`src/rtl/tdh_defines.vh`:
```
`ifndef TDH_DEFINES_VH
`define TDH_DEFINES_VH

// ----------------------------------------
// register byte offsets
// ----------------------------------------
`define TDH_OFS_DISC1 7'h00
`define TDH_OFS_DISC2 7'h04
`define TDH_OFS_DISC3 7'h08
`define TDH_OFS_HK1 7'h0c
`define TDH_OFS_LIMIT 7'h48
`define TDH_OFS_ISTAT 7'h4c
`define TDH_OFS_IMASK 7'h50

// ----------------------------------------
// field positions
// ----------------------------------------
`define TDH_W1_COIL_LSB 9
`define TDH_W1_TRIP_BIT 15
`define TDH_W2_TRIP_LSB 0
`define TDH_W2_TEST_LSB 5
`define TDH_NUM_FLAGS 15
`define TDH_NUM_HK 15

// ----------------------------------------
// reset values
// ----------------------------------------
`define TDH_LIMIT_RST 16'h000a
`define TDH_IMASK_RST 15'h0000

// ----------------------------------------
// timing: duration limit counts 1 ms ticks
// ----------------------------------------
`define TDH_CLK_MHZ 200
`define TDH_TICK_US 1000
`define TDH_TICK_CYCLES (`TDH_TICK_US * `TDH_CLK_MHZ)

// ----------------------------------------
// saturation limits of a health word
// ----------------------------------------
`define TDH_HK_MAX 16'h7fff
`define TDH_HK_MIN 16'h8000

`endif

```
`src/rtl/tdh_status.v`:
```
// The register offsets and register access over AHB-Lite were chosen for this implementation.
`timescale 1ns/100ps
`include "tdh_defines.vh"

module tdh_status #(
	parameter RAW_W = 18,
	parameter CNT_W = 16,
	parameter TICK_CYCLES = `TDH_TICK_CYCLES
) (
	input wire hclk, // bus clock
	input wire hresetn, // async reset, low
	input wire hsel, // slave select
	input wire [31:0] haddr, // byte address
	input wire [1:0] htrans, // transfer type
	input wire hwrite, // write flag
	input wire [2:0] hsize, // transfer size
	input wire [31:0] hwdata, // write data
	input wire hready, // bus ready
	output reg hreadyout, // slave ready
	output reg hresp, // always okay
	output reg [31:0] hrdata, // read data
	output reg irq, // level interrupt
	input wire [5:0] coil_a, // coil drive, slice a
	input wire [5:0] coil_b, // coil drive, slice b
	input wire [5:0] coil_c, // coil drive, slice c
	input wire [5:0] trip_a, // trip state, slice a
	input wire [5:0] trip_b, // trip state, slice b
	input wire [5:0] trip_c, // trip state, slice c
	input wire [2:0] test_a, // test state, slice a
	input wire [2:0] test_b, // test state, slice b
	input wire [2:0] test_c, // test state, slice c
	input wire [`TDH_NUM_HK*RAW_W-1:0] hk_raw // raw readings
);

	localparam NF = `TDH_NUM_FLAGS;
	localparam NH = `TDH_NUM_HK;
	localparam [CNT_W-1:0] CNT_MAX = {CNT_W{1'b1}};
	localparam [31:0] TICK_LAST = TICK_CYCLES - 1;

	// ----------------------------------------
	// slice state synchronisers
	// ----------------------------------------

	wire [NF-1:0] raw_a;
	wire [NF-1:0] raw_b;
	wire [NF-1:0] raw_c;
	reg [NF-1:0] meta_a;
	reg [NF-1:0] meta_b;
	reg [NF-1:0] meta_c;
	reg [NF-1:0] st_a;
	reg [NF-1:0] st_b;
	reg [NF-1:0] st_c;

	// flag order: coil 0-5, trip 6-11, test 12-14
	assign raw_a = {test_a, trip_a, coil_a};
	assign raw_b = {test_b, trip_b, coil_b};
	assign raw_c = {test_c, trip_c, coil_c};

	// two flops per bit, first stage read only by second
	always @(posedge hclk or negedge hresetn) begin
		if (!hresetn) begin
			meta_a <= {NF{1'b0}};
			meta_b <= {NF{1'b0}};
			meta_c <= {NF{1'b0}};
			st_a <= {NF{1'b0}};
			st_b <= {NF{1'b0}};
			st_c <= {NF{1'b0}};
		end else begin
			meta_a <= raw_a;
			meta_b <= raw_b;
			meta_c <= raw_c;
			st_a <= meta_a;
			st_b <= meta_b;
			st_c <= meta_c;
		end
	end

	// ----------------------------------------
	// duration tick divider
	// ----------------------------------------

	reg [31:0] tick_cnt;
	reg tick;

	// one-cycle enable every tick period
	always @(posedge hclk or negedge hresetn) begin
		if (!hresetn) begin
			tick_cnt <= 32'h00000000;
			tick <= 1'b0;
		end else if (tick_cnt >= TICK_LAST) begin
			tick_cnt <= 32'h00000000;
			tick <= 1'b1;
		end else begin
			tick_cnt <= tick_cnt + 32'h00000001;
			tick <= 1'b0;
		end
	end

	// ----------------------------------------
	// persistence counters and flags
	// ----------------------------------------

	reg [CNT_W-1:0] limit;
	reg [NF-1:0] flag;
	wire [NF-1:0] next_flag;

	genvar gi;
	generate
		for (gi = 0; gi < NF; gi = gi + 1) begin : g_flag
			reg [CNT_W-1:0] cnt;
			wire agree;
			assign agree = (st_a[gi] == st_b[gi]) &&
				(st_b[gi] == st_c[gi]);
			// restart on agreement, count ticks otherwise
			always @(posedge hclk or negedge hresetn) begin
				if (!hresetn) begin
					cnt <= {CNT_W{1'b0}};
				end else if (agree) begin
					cnt <= {CNT_W{1'b0}};
				end else if (tick && cnt != CNT_MAX) begin
					cnt <= cnt + 1'b1;
				end
			end
			// set only beyond the limit, clear on agreement
			assign next_flag[gi] = !agree && (cnt > limit);
		end
	endgenerate

	// registered flag vector
	always @(posedge hclk or negedge hresetn) begin
		if (!hresetn) begin
			flag <= {NF{1'b0}};
		end else begin
			flag <= next_flag;
		end
	end

	// ----------------------------------------
	// discrepancy word packing
	// ----------------------------------------

	wire [15:0] disc1;
	wire [15:0] disc2;
	wire [15:0] disc3;

	// rpm bits 0-8 not carried here
	assign disc1[8:0] = 9'h000;
	// group 1 coil drive: over-speed, over-acceleration
	assign disc1[`TDH_W1_COIL_LSB] = flag[0];
	assign disc1[`TDH_W1_COIL_LSB+1] = flag[1];
	// group 2 coil drive flags
	assign disc1[11] = flag[2];
	assign disc1[12] = flag[3];
	// group 3 coil drive flags
	assign disc1[13] = flag[4];
	assign disc1[14] = flag[5];
	// group 1 over-speed trip flag
	assign disc1[`TDH_W1_TRIP_BIT] = flag[6];
	// group 1 over-acceleration trip flag
	assign disc2[`TDH_W2_TRIP_LSB] = flag[7];
	// group 2 trip flags
	assign disc2[1] = flag[8];
	assign disc2[2] = flag[9];
	// group 3 trip flags
	assign disc2[3] = flag[10];
	assign disc2[4] = flag[11];
	// over-speed test flags, groups 1 to 3
	assign disc2[`TDH_W2_TEST_LSB] = flag[12];
	assign disc2[6] = flag[13];
	assign disc2[7] = flag[14];
	// reserved bits of the second word
	assign disc2[15:8] = 8'h00;
	// third word wholly reserved
	assign disc3 = 16'h0000;

	// ----------------------------------------
	// health words with saturation
	// ----------------------------------------

	reg [15:0] hk [0:NH-1];

	// index 0-2 input b, 3-5 int volt, 6-8 int curr,
	// 9-11 isolated input, 12-14 input a
	generate
		for (gi = 0; gi < NH; gi = gi + 1) begin : g_hk
			wire [RAW_W-1:0] r;
			wire fits;
			assign r = hk_raw[gi*RAW_W +: RAW_W];
			assign fits = (r[RAW_W-1:15] == {(RAW_W-15){1'b0}}) ||
				(r[RAW_W-1:15] == {(RAW_W-15){1'b1}});
			// two's complement word, clamp out of range
			always @(posedge hclk or negedge hresetn) begin
				if (!hresetn) begin
					hk[gi] <= 16'h0000;
				end else if (fits) begin
					hk[gi] <= r[15:0];
				end else if (r[RAW_W-1]) begin
					hk[gi] <= `TDH_HK_MIN;
				end else begin
					hk[gi] <= `TDH_HK_MAX;
				end
			end
		end
	endgenerate

	// ----------------------------------------
	// bus slave
	// ----------------------------------------

	reg wr_pend;
	reg [6:0] wr_addr;
	reg [NF-1:0] imask;
	reg [NF-1:0] istat;
	reg [NF-1:0] flag_d;
	reg [31:0] next_rdata;
	wire accept;
	wire [6:0] a;
	wire [NF-1:0] rise;
	wire do_wr;

	assign accept = hsel && htrans[1] && hready;
	assign a = haddr[6:0];
	assign do_wr = wr_pend;
	assign rise = flag & ~flag_d;

	// read data chosen in the address phase
	always @* begin
		next_rdata = 32'h00000000;
		case (a)
			`TDH_OFS_DISC1: next_rdata = {16'h0000, disc1};
			`TDH_OFS_DISC2: next_rdata = {16'h0000, disc2};
			`TDH_OFS_DISC3: next_rdata = {16'h0000, disc3};
			`TDH_OFS_HK1: next_rdata = {16'h0000, hk[0]};
			`TDH_OFS_HK1 + 7'h04: next_rdata = {16'h0000, hk[1]};
			`TDH_OFS_HK1 + 7'h08: next_rdata = {16'h0000, hk[2]};
			`TDH_OFS_HK1 + 7'h0c: next_rdata = {16'h0000, hk[3]};
			`TDH_OFS_HK1 + 7'h10: next_rdata = {16'h0000, hk[4]};
			`TDH_OFS_HK1 + 7'h14: next_rdata = {16'h0000, hk[5]};
			`TDH_OFS_HK1 + 7'h18: next_rdata = {16'h0000, hk[6]};
			`TDH_OFS_HK1 + 7'h1c: next_rdata = {16'h0000, hk[7]};
			`TDH_OFS_HK1 + 7'h20: next_rdata = {16'h0000, hk[8]};
			`TDH_OFS_HK1 + 7'h24: next_rdata = {16'h0000, hk[9]};
			`TDH_OFS_HK1 + 7'h28: next_rdata = {16'h0000, hk[10]};
			`TDH_OFS_HK1 + 7'h2c: next_rdata = {16'h0000, hk[11]};
			`TDH_OFS_HK1 + 7'h30: next_rdata = {16'h0000, hk[12]};
			`TDH_OFS_HK1 + 7'h34: next_rdata = {16'h0000, hk[13]};
			`TDH_OFS_HK1 + 7'h38: next_rdata = {16'h0000, hk[14]};
			`TDH_OFS_LIMIT: next_rdata = {{(32-CNT_W){1'b0}}, limit};
			`TDH_OFS_ISTAT: next_rdata = {17'h00000, istat};
			`TDH_OFS_IMASK: next_rdata = {17'h00000, imask};
			default: next_rdata = 32'h00000000;
		endcase
	end

	// address capture; writes add one wait state
	always @(posedge hclk or negedge hresetn) begin
		if (!hresetn) begin
			wr_pend <= 1'b0;
			wr_addr <= 7'h00;
			hreadyout <= 1'b1;
			hrdata <= 32'h00000000;
		end else begin
			if (accept) begin
				wr_pend <= hwrite;
				wr_addr <= a;
				hreadyout <= !hwrite;
				hrdata <= hwrite ? 32'h00000000 : next_rdata;
			end else begin
				wr_pend <= 1'b0;
				hreadyout <= 1'b1;
			end
		end
	end

	// response is always okay
	always @(posedge hclk or negedge hresetn) begin
		if (!hresetn) begin
			hresp <= 1'b0;
		end else begin
			hresp <= 1'b0;
		end
	end

	// writable registers, written in the wait state
	always @(posedge hclk or negedge hresetn) begin
		if (!hresetn) begin
			limit <= `TDH_LIMIT_RST;
			imask <= `TDH_IMASK_RST;
		end else if (do_wr) begin
			if (wr_addr == `TDH_OFS_LIMIT) begin
				limit <= hwdata[CNT_W-1:0];
			end
			if (wr_addr == `TDH_OFS_IMASK) begin
				imask <= hwdata[NF-1:0];
			end
		end
	end

	// ----------------------------------------
	// interrupt status, mask and output
	// ----------------------------------------

	// previous flag vector for rise detection
	always @(posedge hclk or negedge hresetn) begin
		if (!hresetn) begin
			flag_d <= {NF{1'b0}};
		end else begin
			flag_d <= flag;
		end
	end

	// sticky on flag rise; set wins over write-one clear
	always @(posedge hclk or negedge hresetn) begin
		if (!hresetn) begin
			istat <= {NF{1'b0}};
		end else begin
			if (do_wr && wr_addr == `TDH_OFS_ISTAT) begin
				istat <= (istat & ~hwdata[NF-1:0]) | rise;
			end else begin
				istat <= istat | rise;
			end
		end
	end

	// level interrupt from unmasked status, registered
	always @(posedge hclk or negedge hresetn) begin
		if (!hresetn) begin
			irq <= 1'b0;
		end else begin
			irq <= |(istat & imask);
		end
	end

endmodule

```
`config.mk`:
```
export PLATFORM = sky130hd
export DESIGN_NAME = tdh_status
export DESIGN_NICKNAME = d
export VERILOG_FILES = /design/src/rtl/tdh_status.v
export VERILOG_INCLUDE_DIRS = /design/src /design/src/rtl
export SDC_FILE = /design/constraint.sdc
export NUM_CORES = 2
export LEC_CHECK = 0
export ABC_CLOCK_PERIOD_IN_PS = 2300
export BUFFER_PORTS_ARGS = -buffer_cell sky130_fd_sc_hd__clkbuf_2
export CORE_MARGIN = 4
export CORE_UTILIZATION = 45
export DETAILED_ROUTE_END_ITERATION = 8
export SLEW_MARGIN = 20
export SYNTH_ARGS = -nofsm -noshare
export SYNTH_HDL_FRONTEND = slang
export SYNTH_SLANG_ARGS = --single-unit
```
`constraint.sdc`:
```
create_clock -name hclk -period 2.3 [get_ports hclk]
set_input_delay 0.46 -clock hclk [delete_from_list [all_inputs] [get_ports hclk]]
set_output_delay 0.46 -clock hclk [all_outputs]
set_load 0.05 [all_outputs]
```
==> results.yml <==
status:
  status: "finished, final reports clean"
grt:
  overflow: 0
  grt_pass1_vias: 31370
  grt_max_degree: 77
  grt_pass1_wl_um: 186200
  track_usage: 0.2712
  grt_antenna_before_repair: 11
setup_path:
  crit_slowest_cell: "dfstp_2"
  reg2reg_from: "limit[1]"
  critPathArrivalTime_ps: 2710
  r2r_slack_ps: 90
  reg2reg_depth: 10
  r2r-end: "flag[11]"
  crit_path_max_incr_delay_ps: 520
  cp_cell_sequence: "inv_1 > buf_12 > buf_4 > ha_1 > nor2b_1 > o21a_1 > o21ai_0 > a21oi_1 > o21bai_1 > a211oi_1"
  cp.required_ps: 2800
  crit_path_start_kind: "flop"
  path_max_fanout: 12
  critPathCaptureType: "flop"
  critical_path_class: "flop to flop"
cts:
  clk_pin_slew_ps: 60
  root_buffer: "clkbuf_16"
  clk_latency_ps: 640
  cts_max_level: 3
  cts_max_path_buffers: 3
  clock-sinks: 705
  cts_tree: "yes"
  cts_buffers: 79
logic_synthesis:
  synthCells: 4262
  synth.most_common_cell: "nor2_1"
  synth_seq_cells: 705
  yosys.area_share.adder: 0.08404
  yosys.area_share.xor_xnor: 0.04803
  ys_seq_area_frac: 0.4630
  ys_top_cells_by_count: "nor2_1, dfrtp_1, nand2_1, a21oi_1, ha_1"
  synthMuxAreaShare: 0.02935
  synth.area.top_cells: "dfrtp_1, nor2_1, ha_1, nand2_1, a21oi_1"
  async_flop_share: 1.000
  synth_top_area_share: 0.4609
  yosysTopAreaCell: "dfrtp_1"
  ys_warn_count: 0
  synth-compound-area-share: 0.1208
  synth_top_family_by_area: "simple AND/OR/NAND/NOR gates"
  synth_edf_count: 0
  synth.distinct_cells: 85
  synthFlopType: "dfrtp_1"
  synth-simple-area-share: 0.2219
  syn_area_um2: 38110
  synth_area_per_cell_um2: 8.942
timing:
  finClkSkew_ps: 21.01
  worst_slack_ps: 90.89
  drv_slew: 0
  tightest_slew_ps: 1024
  fmax_mhz: 452.7
  hold_viol: 0
  min_period_ps: 2209
  finalSetupViolations: 0
  relSlewSlack: 0.3150
  holdWs_ps: 30.92
  post-route-period-util: 0.9605
  rsz0062_at_grt: "yes"
pwr:
  p_sw_mw: 9.259
  fin_total_pwr_mw: 32.51
  cell_internal_pwr_mw: 23.25
  pwr-share-seq: 0.439
  p_clk_frac: 0.409
  switching_share: 0.2848
  combPwrFrac: 0.152
  p_leak_nw: 21.95
  peakVddDrop_uv: 546.3
  p_per_area_nw_per_um2: 705.3
cells_and_area:
  multiInputGateArea_um2: 19410
  area_delta_synth_final_pct: 20.93
  utilization: 0.5499
  ff_latch_area_um2: 17650
  nFillCells: 7681
  drive_gt1_frac: 0.1730
  final_nets: 5464
place:
  dp_slack_ps: -102.6
  place_congestion: 0.9811
  dpl.hpwl_um: 92950
  port_buffers: 361
route:
  wl_per_cell_um: 20.43
  drt-initial-drc-count: 2485
  vias: 33020
  final_antenna_net_count: 0
  drc: 0
  avgViaCountPerCell: 5.487
  drt-total-wl_um: 123000
  first_pass_iters: 8
floorplanning:
  die_width_um: 299.0
  die_h_um: 299.0
  initial_core_util: 0.4547
  core_um2: 83820
  num_rows: 106
  die_area_um2: 89420
  pin_count: 424
worst_hold_path:
  worstHoldEndpoint: "hk[111]"
  holdPathStages: 1
  hp-class: "input port to flop"
  min_from: "hk_raw[161]"
job:
  max_cap_violations: 0
-- power groups by stage --
stage	sequential (mW)	combinational [mW]	clock (mW)
5_1_grt	14.4	5.59	14.1
2_1_floorplan	14.1	2.92	0
3_5_place_dp	14.5	4.82	0
4_1_cts	14.3	4.93	13.5
6_report	14.3	4.93	13.3
3_3_place_gp	14.5	4.71	0
-- layout make-up --
class	count	share of cell area
tap	1134	0.03078
sequential	705	0.3828
multi-input combinational	3287	0.4211
clock inverter	46	0.01254
clock buffer	96	0.04691
timing repair buffer	660	0.09849
antenna	4	0.0002172
inverter	86	0.007167
-- flip-flops by register name, indices dropped and copies added, names as in the netlist --
| signal | flops |
|---|---|
| st_c | 15 |
| hreadyout | 1 |
| do_wr | 1 |
| flag_d | 15 |
| tick | 1 |
| wr_addr | 7 |
| g_flag.cnt | 240 |
| imask | 15 |
| meta_c | 15 |
| flag | 15 |
| istat | 15 |
| irq | 1 |
| st_a | 15 |
| st_b | 15 |
| meta_b | 15 |
| meta_a | 15 |
| hk | 240 |
| limit | 16 |
| tick_cnt | 32 |
| hrdata | 16 |
-- layer usage --
layer	track usage	vias up	wire, um
met5	0	-	38
met4	0.1045	6	5308
met3	0.06685	251	9660
met2	0.4199	1025	54600
met1	0.3692	15940	53360
li1	-	15800	-
-- placed cells by master, fill, tap and decap left out, types with 24 or more instances in the layout --
cell type,count
nor3_1,57
and3_1,55
mux2i_1,51
buf_12,29
nand2_1,461
buf_4,224
dlygate4sd3_1,46
ha_1,256
xor2_1,137
clkbuf_16,80
mux2_2,46
a21oi_1,344
or3_1,35
nand4_1,99
nor2_1,985
a22oi_1,52
dfrtp_1,702
clkbuf_2,360
o21a_1,24
and4_1,29
xnor2_1,72
inv_1,83
conb_1,31
o21ai_0,123
nand3_1,133
-- per-stage QoR --
stage	instance area (um2)	instances	TNS, ps
global route	46090	6017	-18.82
floorplan	38230	4292	0
detailed placement	42770	5822	-530.2
CTS	45990	6011	0
global placement	42770	5822	-307.9
finish	46090	6018	0
-- what timing repair did --
action                     in CTS  in global routing
hold endpoints to repair       71                  0
resized for setup               1                 18
setup endpoints to repair       1                 11
buffers inserted                1                  3
pin swaps                       0                  3
hold buffers                   46                  0
-- cell families after synthesis --
group,after synthesis
muxes,101
other,1
buffers and inverters,300
DFF,705
and+or+nand+nor,1946
adders and majority gates,256
AOI/OAI and AO/OA,744
xor gates and xnor gates,209
-- worst max-delay path by stage --
stage          startpoint         end  cells after the start
2_1_floorplan   limit[12]    flag[10]                      8
3_3_place_gp     haddr[2]   hrdata[7]                      9
3_5_place_dp     haddr[5]  hrdata[12]                      7
4_1_cts          limit[9]     flag[6]                      9
5_1_grt          limit[1]    flag[11]                     10
6_report         limit[1]    flag[11]                     10
-- critical path: cells and delay by family, from the launching register on --
family	cells	cell delay (ps)
compound gates	5	760
flops	1	520
buf+inv	3	410
fa+ha+maj	1	290
simple gates	1	120
Note: power is estimated with default switching activity, not from simulation.
